$ cat config.mk
export PLATFORM = sky130hd
export DESIGN_NAME = spe_core
export DESIGN_NICKNAME = d
export VERILOG_FILES = /design/src/hdl/spe_pkg.sv /design/src/hdl/spe_core.sv
export SDC_FILE = /design/constraint.sdc
export NUM_CORES = 2
export LEC_CHECK = 0
export BUFFER_PORTS_ARGS = -buffer_cell sky130_fd_sc_hd__buf_4
export CAP_MARGIN = 5
export CORE_MARGIN = 10
export CORE_UTILIZATION = 30
export DETAILED_ROUTE_END_ITERATION = 8
export PLACE_DENSITY_LB_ADDON = 0.05
export RECOVER_POWER = 50
export SETUP_SLACK_MARGIN = 0.5
export SLEW_MARGIN = 10
export SYNTH_ARGS = -nofsm -noshare
export SYNTH_HDL_FRONTEND = slang
export SYNTH_SLANG_ARGS = --single-unit
$ cat constraint.sdc
create_clock -name clk_sys -period 13.1 [get_ports clk_sys]
set_input_delay 1.965 -clock clk_sys [delete_from_list [all_inputs] [get_ports clk_sys]]
set_output_delay 1.965 -clock clk_sys [all_outputs]
set_load 0.05 [all_outputs]
$ cat src/hdl/spe_pkg.sv
package spe_pkg;
   localparam logic [7:0] A_ACCEL = 8'h00;
   localparam logic [7:0] A_DECEL = 8'h04;
   localparam logic [7:0] A_FLOOR = 8'h08;
   localparam logic [7:0] A_TOP = 8'h0c;
   localparam logic [7:0] A_ARG = 8'h10;
   localparam logic [7:0] A_CMD = 8'h14;
   localparam logic [7:0] A_CFG = 8'h18;
   localparam logic [7:0] A_STATUS = 8'h1c;
   localparam logic [7:0] A_POS = 8'h20;
   localparam logic [7:0] A_SAVED = 8'h24;
   localparam logic [7:0] A_SPEED = 8'h28;
   localparam logic [11:0] ACCEL_RST = 12'h08a;
   localparam logic [11:0] DECEL_RST = 12'h08a;
   localparam logic [11:0] FLOOR_RST = 12'h000;
   localparam logic [9:0] TOP_RST = 10'h041;
   localparam logic [11:0] RATE_MAX = 12'hffe;
   localparam logic [9:0] TOP_MIN = 10'h001;
   localparam int CFG_SWACT = 0;
   localparam int CFG_SSEL = 1;
   localparam logic [2:0] SSEL_MAX = 3'h4;
   // internal speed unit is 2^-40 step/tick
   localparam int FLOOR_SH = 16;
   localparam int TOP_SH = 22;
   localparam int ARG_SH = 12;
   localparam int CLK_NS = 40;
   localparam int TICK_NS = 250;
   localparam int TICK_CYC = TICK_NS / CLK_NS;
   localparam logic [2:0] TICK_LAST = 3'(TICK_CYC - 1);
   localparam longint REL_SPS = 5;
   localparam logic [31:0] REL_MIN_SPD =
      32'((REL_SPS * TICK_NS * (64'h1 << 40) + 999_999_999) / 1_000_000_000);
   typedef enum logic [3:0] {
      C_NOP = 4'b0000, C_RUN = 4'b0001, C_GO_TO_POSITION = 4'b0010, C_GO_TO_POSITION_DIRECTED = 4'b0011,
      C_ORIGIN = 4'b0100, C_SAVED = 4'b0101, C_MOVE = 4'b0110, C_UNTIL = 4'b0111,
      C_RELEASE = 4'b1000, C_DSTOP = 4'b1001, C_ISTOP = 4'b1010,
      C_DFLOAT = 4'b1011, C_IFLOAT = 4'b1100, C_STEPCLK = 4'b1101
   } spe_cmd_t;
   typedef enum logic [1:0] {
      MS_STOPPED = 2'b00, MS_ACCEL = 2'b01, MS_DECEL = 2'b10, MS_CONST = 2'b11
   } spe_mstate_t;
   typedef enum logic [2:0] {
      M_IDLE = 3'b000, M_RUN = 3'b001, M_POS = 3'b010, M_UNTIL = 3'b011,
      M_REL = 3'b100, M_STOP = 3'b101, M_SCK = 3'b110
   } spe_mode_t;
   // command word: save flag (0 clears position), direction (1 forward), code
   typedef struct packed {
      logic save;
      logic dir;
      spe_cmd_t code;
   } spe_cmdw_t;
endpackage : spe_pkg

$ cat src/hdl/spe_core.sv
// The address map and the address-and-strobe port were chosen for this implementation.
`timescale 1ns/1ps
module spe_core (
   input wire logic clk_sys,
   input wire logic rst_b,
   input wire logic [7:0] reg_addr,
   input wire logic [31:0] reg_wdata,
   input wire logic reg_wr,
   input wire logic reg_rd,
   output logic [31:0] reg_rdata,
   input wire logic step_pulse_in,
   input wire logic limit_switch_in,
   output logic step_out,
   output logic dir_out,
   output logic bridge_en,
   output spe_pkg::spe_mstate_t motion_state,
   output logic step_clock_mode_flag
);
   logic [11:0] accel_rate_r;
   logic [11:0] decel_rate_r;
   logic [11:0] floor_speed_r;
   logic [9:0] top_speed_r;
   logic [21:0] arg_r;
   logic swact_r;
   logic [2:0] ssel_r;
   logic [21:0] pos_r;
   logic [21:0] saved_r;
   logic [31:0] spd_r;
   logic [31:0] tgt_r;
   logic [21:0] rem_r;
   logic dir_r;
   logic float_r;
   logic save_r;
   logic bridge_r;
   spe_pkg::spe_mode_t mode_r;
   spe_pkg::spe_mstate_t mst_r;
   logic sck_r;
   logic [2:0] tick_cnt_r;
   logic [39:0] phase_r;
   logic step_r;
   logic [31:0] rdata_r;
   logic [2:0] step_pulse_in_sync_r;
   logic [2:0] sw_sync_r;

   logic tick;
   logic cmd_wr;
   spe_pkg::spe_cmdw_t cmdw;
   logic [31:0] floor_spd;
   logic [31:0] top_spd;
   logic [31:0] arg_spd;
   logic [31:0] run_tgt;
   logic [31:0] rel_spd;
   logic [21:0] pos_tgt;
   logic [21:0] diff;
   logic [21:0] diff_neg;
   logic moving;
   logic [40:0] phase_sum;
   logic step_evt;
   logic step_pulse_in_rise;
   logic sw_fall;
   logic sw_rise;
   logic sw_hit;
   logic [79:0] brake_lhs;
   logic [79:0] brake_rhs;
   logic brake_req;
   logic [31:0] spd_up;
   logic [31:0] spd_dn;

   assign tick = (tick_cnt_r == spe_pkg::TICK_LAST);
   assign cmd_wr = reg_wr && (reg_addr == spe_pkg::A_CMD);
   assign cmdw = spe_pkg::spe_cmdw_t'(reg_wdata[5:0]);

   // speeds scaled to the common 2^-40 step/tick unit
   assign floor_spd = 32'(floor_speed_r) << spe_pkg::FLOOR_SH;
   assign top_spd = 32'(top_speed_r) << spe_pkg::TOP_SH;
   assign arg_spd = 32'(arg_r[19:0]) << spe_pkg::ARG_SH;
   assign run_tgt = (arg_spd > top_spd) ? top_spd : arg_spd;
   assign rel_spd = (floor_spd < spe_pkg::REL_MIN_SPD) ? spe_pkg::REL_MIN_SPD
                                                        : floor_spd;

   always_comb begin
      case (cmdw.code)
         spe_pkg::C_ORIGIN: pos_tgt = 22'h00_0000;
         spe_pkg::C_SAVED: pos_tgt = saved_r;
         default: pos_tgt = arg_r;
      endcase
   end
   assign diff = pos_tgt - pos_r;
   assign diff_neg = 22'h00_0000 - diff;

   // two flip-flops from the pins, third stage only for edge detection
   always_ff @(posedge clk_sys) begin
      if (!rst_b) begin
         step_pulse_in_sync_r <= 3'h0;
         sw_sync_r <= 3'h7;
      end else begin
         step_pulse_in_sync_r <= {step_pulse_in_sync_r[1:0], step_pulse_in};
         sw_sync_r <= {sw_sync_r[1:0], limit_switch_in};
      end
   end
   assign step_pulse_in_rise = step_pulse_in_sync_r[1] && !step_pulse_in_sync_r[2];
   assign sw_fall = !sw_sync_r[1] && sw_sync_r[2];
   assign sw_rise = sw_sync_r[1] && !sw_sync_r[2];
   // a fresh command in the same cycle takes precedence over the switch
   assign sw_hit = !cmd_wr && (((mode_r == spe_pkg::M_UNTIL) && sw_fall) ||
                               ((mode_r == spe_pkg::M_REL) && sw_rise));

   always_ff @(posedge clk_sys) begin
      if (!rst_b) begin
         tick_cnt_r <= 3'h0;
      end else if (tick) begin
         tick_cnt_r <= 3'h0;
      end else begin
         tick_cnt_r <= tick_cnt_r + 3'h1;
      end
   end

   assign moving = (mode_r != spe_pkg::M_IDLE) && (mode_r != spe_pkg::M_SCK);
   assign phase_sum = {1'b0, phase_r} + ({9'h000, spd_r} << ssel_r);
   assign step_evt = (tick && moving && phase_sum[40]) ||
                     ((mode_r == spe_pkg::M_SCK) && step_pulse_in_rise);

   // remaining microsteps versus braking distance at the current speed
   // products widened first so neither side loses its top bits
   assign brake_lhs = (80'(spd_r) * 80'(spd_r)) << ssel_r;
   assign brake_rhs = (80'(decel_rate_r) * 80'(rem_r)) << 41;
   assign brake_req = (mode_r == spe_pkg::M_POS) && (brake_lhs >= brake_rhs);
   assign spd_up = (tgt_r - spd_r > 32'(accel_rate_r)) ? spd_r + 32'(accel_rate_r) : tgt_r;

   always_comb begin
      if (brake_req || (mode_r == spe_pkg::M_STOP)) begin
         spd_dn = (spd_r > floor_spd + 32'(decel_rate_r)) ? spd_r - 32'(decel_rate_r)
                                                          : floor_spd;
      end else begin
         spd_dn = (spd_r > tgt_r + 32'(decel_rate_r)) ? spd_r - 32'(decel_rate_r) : tgt_r;
      end
   end

   // software register file
   always_ff @(posedge clk_sys) begin
      if (!rst_b) begin
         accel_rate_r <= spe_pkg::ACCEL_RST;
         decel_rate_r <= spe_pkg::DECEL_RST;
         floor_speed_r <= spe_pkg::FLOOR_RST;
         top_speed_r <= spe_pkg::TOP_RST;
         arg_r <= 22'h00_0000;
         swact_r <= 1'b0;
         ssel_r <= 3'h0;
      end else if (reg_wr) begin
         case (reg_addr)
            spe_pkg::A_ACCEL: begin
               accel_rate_r <= (reg_wdata[11:0] > spe_pkg::RATE_MAX) ? spe_pkg::RATE_MAX
                                                                     : reg_wdata[11:0];
            end
            spe_pkg::A_DECEL: begin
               decel_rate_r <= (reg_wdata[11:0] > spe_pkg::RATE_MAX) ? spe_pkg::RATE_MAX
                                                                     : reg_wdata[11:0];
            end
            spe_pkg::A_FLOOR: floor_speed_r <= reg_wdata[11:0];
            spe_pkg::A_TOP: begin
               top_speed_r <= (reg_wdata[9:0] < spe_pkg::TOP_MIN) ? spe_pkg::TOP_MIN
                                                                  : reg_wdata[9:0];
            end
            spe_pkg::A_ARG: arg_r <= reg_wdata[21:0];
            spe_pkg::A_CFG: begin
               swact_r <= reg_wdata[spe_pkg::CFG_SWACT];
               ssel_r <= (reg_wdata[spe_pkg::CFG_SSEL +: 3] > spe_pkg::SSEL_MAX)
                         ? spe_pkg::SSEL_MAX : reg_wdata[spe_pkg::CFG_SSEL +: 3];
            end
            default: ;
         endcase
      end
   end

   // position counter and saved point
   always_ff @(posedge clk_sys) begin
      if (!rst_b) begin
         pos_r <= 22'h00_0000;
         saved_r <= 22'h00_0000;
      end else begin
         if (reg_wr && (reg_addr == spe_pkg::A_SAVED)) begin
            saved_r <= reg_wdata[21:0];
         end else if (sw_hit && save_r) begin
            saved_r <= pos_r;
         end
         if (reg_wr && (reg_addr == spe_pkg::A_POS)) begin
            pos_r <= reg_wdata[21:0];
         end else if (sw_hit && !save_r) begin
            pos_r <= 22'h00_0000;
         end else if (step_evt) begin
            pos_r <= dir_r ? pos_r + 22'h00_0001 : pos_r - 22'h00_0001;
         end
      end
   end

   // motion sequencer: commands, switch events and per-tick profile
   always_ff @(posedge clk_sys) begin
      if (!rst_b) begin
         mode_r <= spe_pkg::M_IDLE;
         mst_r <= spe_pkg::MS_STOPPED;
         spd_r <= 32'h0000_0000;
         tgt_r <= 32'h0000_0000;
         rem_r <= 22'h00_0000;
         dir_r <= 1'b1;
         float_r <= 1'b0;
         save_r <= 1'b0;
         bridge_r <= 1'b0;
         sck_r <= 1'b0;
      end else if (cmd_wr) begin
         // any command, stops included, is accepted mid-motion
         sck_r <= 1'b0;
         save_r <= cmdw.save;
         case (cmdw.code)
            spe_pkg::C_RUN, spe_pkg::C_UNTIL: begin
               mode_r <= (cmdw.code == spe_pkg::C_RUN) ? spe_pkg::M_RUN : spe_pkg::M_UNTIL;
               tgt_r <= run_tgt;
               dir_r <= cmdw.dir;
               bridge_r <= 1'b1;
               if (!moving) begin
                  spd_r <= floor_spd;
               end
            end
            spe_pkg::C_GO_TO_POSITION, spe_pkg::C_GO_TO_POSITION_DIRECTED, spe_pkg::C_ORIGIN, spe_pkg::C_SAVED: begin
               mode_r <= spe_pkg::M_POS;
               tgt_r <= top_spd;
               bridge_r <= 1'b1;
               if (!moving) begin
                  spd_r <= floor_spd;
               end
               if (cmdw.code == spe_pkg::C_GO_TO_POSITION_DIRECTED) begin
                  dir_r <= cmdw.dir;
                  rem_r <= cmdw.dir ? diff : diff_neg;
               end else begin
                  dir_r <= !diff[21];
                  rem_r <= diff[21] ? diff_neg : diff;
               end
            end
            spe_pkg::C_MOVE: begin
               mode_r <= spe_pkg::M_POS;
               tgt_r <= top_spd;
               rem_r <= arg_r;
               dir_r <= cmdw.dir;
               bridge_r <= 1'b1;
               if (!moving) begin
                  spd_r <= floor_spd;
               end
            end
            spe_pkg::C_RELEASE: begin
               mode_r <= spe_pkg::M_REL;
               spd_r <= rel_spd;
               tgt_r <= rel_spd;
               dir_r <= cmdw.dir;
               bridge_r <= 1'b1;
            end
            spe_pkg::C_DSTOP, spe_pkg::C_DFLOAT: begin
               float_r <= (cmdw.code == spe_pkg::C_DFLOAT);
               bridge_r <= 1'b1;
               if (moving) begin
                  mode_r <= spe_pkg::M_STOP;
                  mst_r <= spe_pkg::MS_DECEL;
               end else begin
                  bridge_r <= (cmdw.code == spe_pkg::C_DSTOP);
               end
            end
            spe_pkg::C_ISTOP, spe_pkg::C_IFLOAT: begin
               mode_r <= spe_pkg::M_IDLE;
               mst_r <= spe_pkg::MS_STOPPED;
               spd_r <= 32'h0000_0000;
               bridge_r <= (cmdw.code == spe_pkg::C_ISTOP);
            end
            spe_pkg::C_STEPCLK: begin
               mode_r <= spe_pkg::M_SCK;
               mst_r <= spe_pkg::MS_STOPPED;
               spd_r <= 32'h0000_0000;
               sck_r <= 1'b1;
               dir_r <= cmdw.dir;
               bridge_r <= 1'b1;
            end
            spe_pkg::C_NOP: begin
               if (mode_r == spe_pkg::M_SCK) begin
                  mode_r <= spe_pkg::M_IDLE;
               end
            end
            default: ;
         endcase
      end else if (sw_hit) begin
         if ((mode_r == spe_pkg::M_REL) || swact_r) begin
            mode_r <= spe_pkg::M_IDLE;
            mst_r <= spe_pkg::MS_STOPPED;
            spd_r <= 32'h0000_0000;
         end else begin
            mode_r <= spe_pkg::M_STOP;
            float_r <= 1'b0;
         end
      end else if ((mode_r == spe_pkg::M_POS) && (rem_r == 22'h00_0000 ||
                   (step_evt && rem_r == 22'h00_0001))) begin
         mode_r <= spe_pkg::M_IDLE;
         mst_r <= spe_pkg::MS_STOPPED;
         spd_r <= 32'h0000_0000;
         rem_r <= 22'h00_0000;
      end else begin
         if (step_evt && (mode_r == spe_pkg::M_POS)) begin
            rem_r <= rem_r - 22'h00_0001;
         end
         if (tick && moving && (mode_r != spe_pkg::M_REL)) begin
            if ((mode_r == spe_pkg::M_STOP) && (spd_r <= floor_spd)) begin
               mode_r <= spe_pkg::M_IDLE;
               mst_r <= spe_pkg::MS_STOPPED;
               spd_r <= 32'h0000_0000;
               bridge_r <= !float_r;
            end else if (brake_req || (mode_r == spe_pkg::M_STOP) || (spd_r > tgt_r)) begin
               spd_r <= spd_dn;
               mst_r <= spe_pkg::MS_DECEL;
            end else if (spd_r < tgt_r) begin
               spd_r <= spd_up;
               mst_r <= spe_pkg::MS_ACCEL;
            end else begin
               mst_r <= spe_pkg::MS_CONST;
            end
         end else if (mode_r == spe_pkg::M_REL) begin
            mst_r <= spe_pkg::MS_CONST;
         end
      end
   end

   // step generator: phase accumulator in units of the selected step mode
   always_ff @(posedge clk_sys) begin
      if (!rst_b) begin
         phase_r <= 40'h00_0000_0000;
         step_r <= 1'b0;
      end else begin
         step_r <= step_evt;
         if (!moving) begin
            phase_r <= 40'h00_0000_0000;
         end else if (tick) begin
            phase_r <= phase_sum[39:0];
         end
      end
   end

   always_ff @(posedge clk_sys) begin
      if (!rst_b) begin
         rdata_r <= 32'h0000_0000;
      end else if (reg_rd) begin
         case (reg_addr)
            spe_pkg::A_ACCEL: rdata_r <= {20'h0_0000, accel_rate_r};
            spe_pkg::A_DECEL: rdata_r <= {20'h0_0000, decel_rate_r};
            spe_pkg::A_FLOOR: rdata_r <= {20'h0_0000, floor_speed_r};
            spe_pkg::A_TOP: rdata_r <= {22'h00_0000, top_speed_r};
            spe_pkg::A_ARG: rdata_r <= {10'h000, arg_r};
            spe_pkg::A_CFG: rdata_r <= {28'h000_0000, ssel_r, swact_r};
            spe_pkg::A_STATUS: begin
               rdata_r <= {26'h000_0000, float_r, bridge_r, dir_r, sck_r, mst_r};
            end
            spe_pkg::A_POS: rdata_r <= {{10{pos_r[21]}}, pos_r};
            spe_pkg::A_SAVED: rdata_r <= {{10{saved_r[21]}}, saved_r};
            spe_pkg::A_SPEED: rdata_r <= {12'h000, spd_r[31:12]};
            default: rdata_r <= 32'h0000_0000;
         endcase
      end
   end

   assign reg_rdata = rdata_r;
   assign step_out = step_r;
   assign dir_out = dir_r;
   assign bridge_en = bridge_r;
   assign motion_state = mst_r;
   assign step_clock_mode_flag = sck_r;
endmodule : spe_core

## After elaboration in Yosys (flattened, before gate mapping)

Index checks and enable logic that the tools add are counted.

| storage, ports and cells | value |
|---|---|
| flip-flop bits (word level) | 294 |
| input port bits | 46 |
| output and inout bits | 38 |
| word-level logic and storage cells | 245 |

| cells by class | value |
|---|---|
| add/sub/neg operators | 12 |
| multiply operators | 2 |
| $lt $le $gt $ge | 12 |
| eq/ne operators | 45 |
| shifts and indexed selects | 2 |
| muxes and demuxes | 71 |
| bitwise gates (word level) | 1 |
| reductions and logical operators | 75 |

Operator list:

| kind | number |
|---|---|
| 2-to-1 mux 32 bit | 14 |
| one-hot mux 32 bit (10 select lines) | 1 |
| 2-to-1 mux 22 bit | 13 |
| one-hot mux 32 bit (3 select lines) | 2 |
| > comparator 32 bit | 3 |
| one-hot mux 22 bit (2 select lines) | 2 |
| greater-or-equal comparator 80 x 75 -> 1 bit | 1 |
| << shifter 64 x 3 -> 80 bit | 1 |
| adder 32 x 12 -> 32 bit | 2 |
| multiplier 32 x 32 -> 64 bit | 1 |
| subtractor 22 x 1 -> 22 bit (second input constant) | 2 |
| adder 40 x 41 -> 41 bit | 1 |
| << shifter 32 x 3 -> 41 bit | 1 |
| multiplier 12 x 22 -> 34 bit | 1 |
| == test 8 x 5 -> 1 bit (second input constant) | 4 |
| > comparator 32 x 12 -> 1 bit | 1 |
| > comparator 32 x 29 -> 1 bit | 1 |
| <= comparator 32 x 28 -> 1 bit | 1 |
| < comparator 32 bit | 1 |
| subtractor 32 x 12 -> 32 bit | 1 |
| subtractor 32 bit | 1 |
| adder 28 x 12 -> 29 bit | 1 |
| < comparator 28 x 21 -> 1 bit (second input constant) | 1 |
| 2-to-1 mux 28 bit | 1 |
| 56 further kinds | 162 |

## Depth between registers and ports, before layout

| depth | value |
|---|---|
| depth in word-level cells | 12 |
| gate-level depth with buffers | 56 |
| depth with buffers taken out | 51 |

## Least setup slack after synthesis

Ideal clock, no wire load.

| timing path | value |
|---|---|
| path type | register -> register |
| start | reg spd_r[15] |
| end | reg spd_r[0] |
| setup time | 0.117 ns |
| data arrival time | 11.498 ns |
| required time | 12.983 ns |
| path slack | 1.485 ns |
| stages on the path, launching flop included | 49 |
| buffers on the path | 4 |
| period minus slack after synthesis | 11.615 ns |
| cells stage by stage | dfxtp_1 > clkbuf_1 > inv_1 > clkbuf_1 > clkbuf_1 > nor2_1 > fa_1 > fa_1 > fa_1 > inv_1 > fa_1 > inv_1 > fa_1 > fa_1 > fa_1 > inv_1 > fa_1 > inv_1 > (+13 left out) > xnor2_1 > nand2_1 > mux4_2 > inv_1 > ha_1 > nand4_1 > a2111oi_0 > nand4_1 > a2111oi_2 > o2111a_1 > o211ai_1 > a2111o_1 > o31ai_2 > nand3_2 > mux2_1 > inv_1 > o22ai_1 > a22o_1 |

| on the way | value |
|---|---|
| cells in the longest elaborated chain, start to end | 12 |
| elaborated cells between the ends (all ways) | 35 |
| classes of those cells | add/sub: 2; mul: 1; order compare: 7; shift: 2; mux: 11; reduce/logical: 12 |

Ends and longest elaborated chain:

| what | line | source |
|---|---|---|
| start, declared | spe_core.sv:28 | `logic [31:0] spd_r;` |
| start signal, assigned | spe_core.sv:220 | `spd_r <= floor_spd;` |
| start signal, assigned | spe_core.sv:228 | `spd_r <= floor_spd;` |
| start signal, assigned | spe_core.sv:245 | `spd_r <= floor_spd;` |
| multiplier 32 x 32 -> 64 bit | spe_core.sv:125 | `assign brake_lhs = (80'(spd_r) * 80'(spd_r)) << ssel_r;` |
| << shifter 64 x 3 -> 80 bit | spe_core.sv:125 |  |
| greater-or-equal comparator 80 x 75 -> 1 bit | spe_core.sv:127 | `assign brake_req = (mode_r == spe_pkg::M_POS) && (brake_lhs >= brake_rhs);` |
| logical AND 1 bit | spe_core.sv:127 |  |
| logical OR 1 bit | spe_core.sv:131, spe_core.sv:311 |  |
| 2-to-1 mux 32 bit / logical OR 1 bit (equally long branches) | spe_core.sv:131, spe_core.sv:311 |  |
| 2-to-1 mux 32 bit | spe_core.sv:311 | `end else if (brake_req \|\| (mode_r == spe_pkg::M_STOP) \|\| (spd_r > tgt_r)) begin` |
| 2-to-1 mux 32 bit | spe_core.sv:306 | `if ((mode_r == spe_pkg::M_STOP) && (spd_r <= floor_spd)) begin` |
| 2-to-1 mux 32 bit | spe_core.sv:305 | `if (tick && moving && (mode_r != spe_pkg::M_REL)) begin` |
| 2-to-1 mux 32 bit | spe_core.sv:295 | `end else if ((mode_r == spe_pkg::M_POS) && (rem_r == 22'h00_0000 \|\|` |
| 2-to-1 mux 32 bit | spe_core.sv:286 | `end else if (sw_hit) begin` |
| 2-to-1 mux 32 bit | spe_core.sv:209 | `end else if (cmd_wr) begin` |

Several ways; a longest one is shown, not always the timed one. The select of a mux whose other input is x is not followed.
A chain may end at the register's enable or synchronous reset.

## Final worst setup path

| timing path | value |
|---|---|
| start | reg spd_r[7] |
| end | reg spd_r[24] |

The elaborated chain is that of the path after synthesis.

==> summary.md <==
| Metric | Value |
|---|---|
| Status | finished with violations |
| Violated checks | max-capacitance violations, max-slew violations |
| Critical path endpoint category | register |
| Fmax | 81.7 MHz |
| Pwr Density | 29.3 nW/um^2 |
| Yosys warns | 0 |
| Vias in the first global route | 58100 |
| I/O pins | 84 |
| All-Layer GR Usage | 23.0% |
| Vias after detailed routing | 56800 |
| Max-slew violation count | 279 |
| Cell Area, Synth | 64500 um^2 |
| Met3 Track Usage GR | 2.60% |
| Crit-path max cell delay | 0.55 ns |
| Area occupied by multi-input gates | 53100 um^2 |
| Initial DRC Count | 4338 |
| Layout overhead on the synthesized area | 12.6% |
| Final Setup Violations | 0 |
| Worst slew pin tran | 3.31 ns |
| # fillers | 22800 |
| Final worst-path cycle share | 93.5% |
| Total Power | 2.13 mW |
| Async SR Flop Fraction | 0% |
| Layer with the highest usage | met2 |
| CTS buffer count | 38 |
| Worst-Skew Late Latency | 0.66 ns |
| Post-synthesis instance total | 7951 |
| Peak supply drop | 0.0883 mV |
| PortBufs | 73 |
| Worst-case clock buffer depth | 3 |
| Crit Path Max Fanout | 10 |
| Grt ovf | 0 |
| Synth Register Bits | 274 |
| Core area | 214000 um^2 |
| HPWL Detailed | 223000 um |
| Synth top area cells | fa_1, ha_1, dfxtp_1 |
| Sequential share of the synthesized area | 8.51% |
| Synth unique cells | 109 |
| CTS tree | built |
| Die area | 234000 um^2 |
| Routability cong. | 0.934 |
| Clk root buf | clkbuf_16 |
| DRT Wirelength | 279000 um |
| DR pass1 iterations | 7 |
| Share of cells above drive strength 1 | 10.2% |
| Main synth FF type | dfxtp_1 |
| Slowest-stage cell, CP | fa_1 |
| Die Span Y | 484 um |
| Hold/Removal Path Class | register to register |
| Rows | 170 |
| Most frequent cell after synthesis | inv_1 |
| Synth top cells by count | inv_1, fa_1, nand2_1 |
| Post-route antenna net violation count | 0 |
| Routed WL per cell | 25.7 um |
| First-pass GRT wire length | 407000 um |
| Placed insts | 10700 |
| Design Area, Final | 72600 um^2 |
| Startpoint Class | register |
| Leakage Power | 34.2 nW |
| Yosys top cell area share | 31.0% |
| CP Class | register to register |
| Slew headroom | -122% |
| Initial antenna violation count | 13 |
| Post-Layout Cell Count | 10900 |
| Synth Area per Inst | 8.11 um^2 |
| Met1 Track Usage GR | 33.1% |
| Number of hold buffers added after CTS | 0 |
| Remaining DRCs | 0 |
| Horiz. Die Dim | 484 um |
| CTS H-tree lvls | 2 |
| Via density | 5.23 |
| Largest area contributor in the netlist | fa_1 |
| Final Hold Fails | 0 |
| M2 GR Usage | 37.4% |
| CP most frequent cell | fa_1 |
| RSZ-0062 raised after global routing | true |
| EDFF count, synth | 0 |
| Initial Util | 30.1% |
| Syn Nets | 9608 |
| WP data arrival | 12.80 ns |
| Placed inst area | 69300 um^2 |
| Final Net Count | 9647 |
| Post-layout min period | 12.25 ns |
| Clock Skew | 0.0752 ns |
| Clock sinks | 274 |
| Largest net degree at the start of global routing | 73 |
| CP required | 13.66 ns |
| Max Cap Violations | 6 |
| Sequential Area | 5570 um^2 |
| Worst-path clk slew | 0.06 ns |
==> layout by cell type, fill, tap and decap left out, drive strengths merged, types with 20 or more instances in the layout <==
cell type     n
o22ai        32
a31oi        60
a211oi       65
a221oi       55
a311oi       26
a22o         45
o21ai       283
a21oi       437
xnor2       189
nand3       117
fa          999
or2          22
o21bai       51
o31ai        27
inv        1403
nand2b       44
nor2b        57
dfxtp       274
and2        107
ha          612
nor4         36
nand2       949
a21o        136
buf         372
nor3        106
mux2i        64
a31o         20
or3          37
clkbuf      105
o21a         46
nor2        649
a22oi        58
xor2        101
nand4        65
and3         36
o211ai       40
mux2         23
==> state kept, by name, indices dropped and copies added, names as in the netlist, 2 cells and up <==
| register | count |
|---|---|
| phase_r | 40 |
| spd_r | 32 |
| reg_rdata | 23 |
| arg_r | 22 |
| pos_r | 22 |
| rem_r | 22 |
| saved_r | 22 |
| tgt_r | 21 |
| accel_rate_r | 12 |
| decel_rate_r | 12 |
| floor_speed_r | 12 |
| top_speed_r | 10 |
| mode_r | 3 |
| ssel_r | 3 |
| step_pulse_in_sync_r | 3 |
| sw_sync_r | 3 |
| tick_cnt_r | 3 |
| motion_state | 2 |
==> critical path: cells and delay by family (launching register included) <==
kind / cells / cell delay, ns
compound gates: 15 / 3.64
buf+inv: 11 / 1.31
flops: 1 / 0.38
simple gates: 12 / 1.86
fa+ha+maj: 10 / 4.12
mux: 2 / 0.48
xor+xnor: 1 / 0.31
==> layout make-up <==
class / instances / area share, %
Tap cell: 2838 / 4.89
Timing Repair Buffer: 421 / 5.16
Clock inverter: 11 / 0.215
Sequential cell: 274 / 7.67
Inverter: 1412 / 7.40
Antenna cell: 2 / 0.00689
Clock buffer: 56 / 1.53
Multi-Input combinational cell: 5843 / 73.1
==> repair_timing <==
item                                    in CTS  in global routing
pin swaps                                    5                 77
gates resized for setup                     53                344
buffers inserted                            18                 53
cloned                                       0                  5
endpoints found under the setup margin      34                 34
==> cell families after synthesis <==
logic type / Yosys count / share of synthesized area (%)
XOR/XNOR: 290 / 3.96
flip-flops: 274 / 8.51
AO/OA/AOI/OAI: 1549 / 15.9
multiplexers: 103 / 1.95
adder cells (fa/ha/maj): 1611 / 42.9
AND/OR/NAND/NOR: 2290 / 15.9
buffers and inverters: 1834 / 10.8
==> metal layers <==
| metal | wire length (um) | vias up |
|---|---|---|
| li1 | - | 26000 |
| met1 | 131000 | 28900 |
| met2 | 127000 | 1505 |
| met3 | 14600 | 273 |
| met4 | 6880 | 4 |
| met5 | 30 | - |
==> power breakdown <==
group	leakage, nW	switching, mW	total [mW]	internal [mW]
combinational	31.4	0.124	0.184	0.0595
clock	0.622	0.476	1.11	0.631
sequential	2.23	0.00321	0.836	0.832
==> path summary, 6_finish.rpt <==
| path | start | slack [ns] | endpoint | cells past startpoint |
|---|---|---|---|---|
| max reg2reg | spd_r[7] | 0.85 | spd_r[24] | 51 |
| max | spd_r[7] | 0.85 | spd_r[24] | 51 |
| min reg2reg | step_pulse_in_sync_r[0] | 0.43 | step_pulse_in_sync_r[1] | 1 |
| min | step_pulse_in_sync_r[0] | 0.43 | step_pulse_in_sync_r[1] | 1 |
==> through the flow <==
stage	utilization, %	setup slack (ns)	hold WS, ns	setup TNS (ns)
finish	33.9	0.854	0.434	0
global route	33.9	0.347	0.453	0
CTS	33.1	0.502	0.436	0
detailed placement	32.3	-0.0710	0.423	-0.153
global placement	32.3	-0.0723	0.414	-0.231
floorplan	-	1.48	0.386	0
Power figures use the tool's default switching activity.
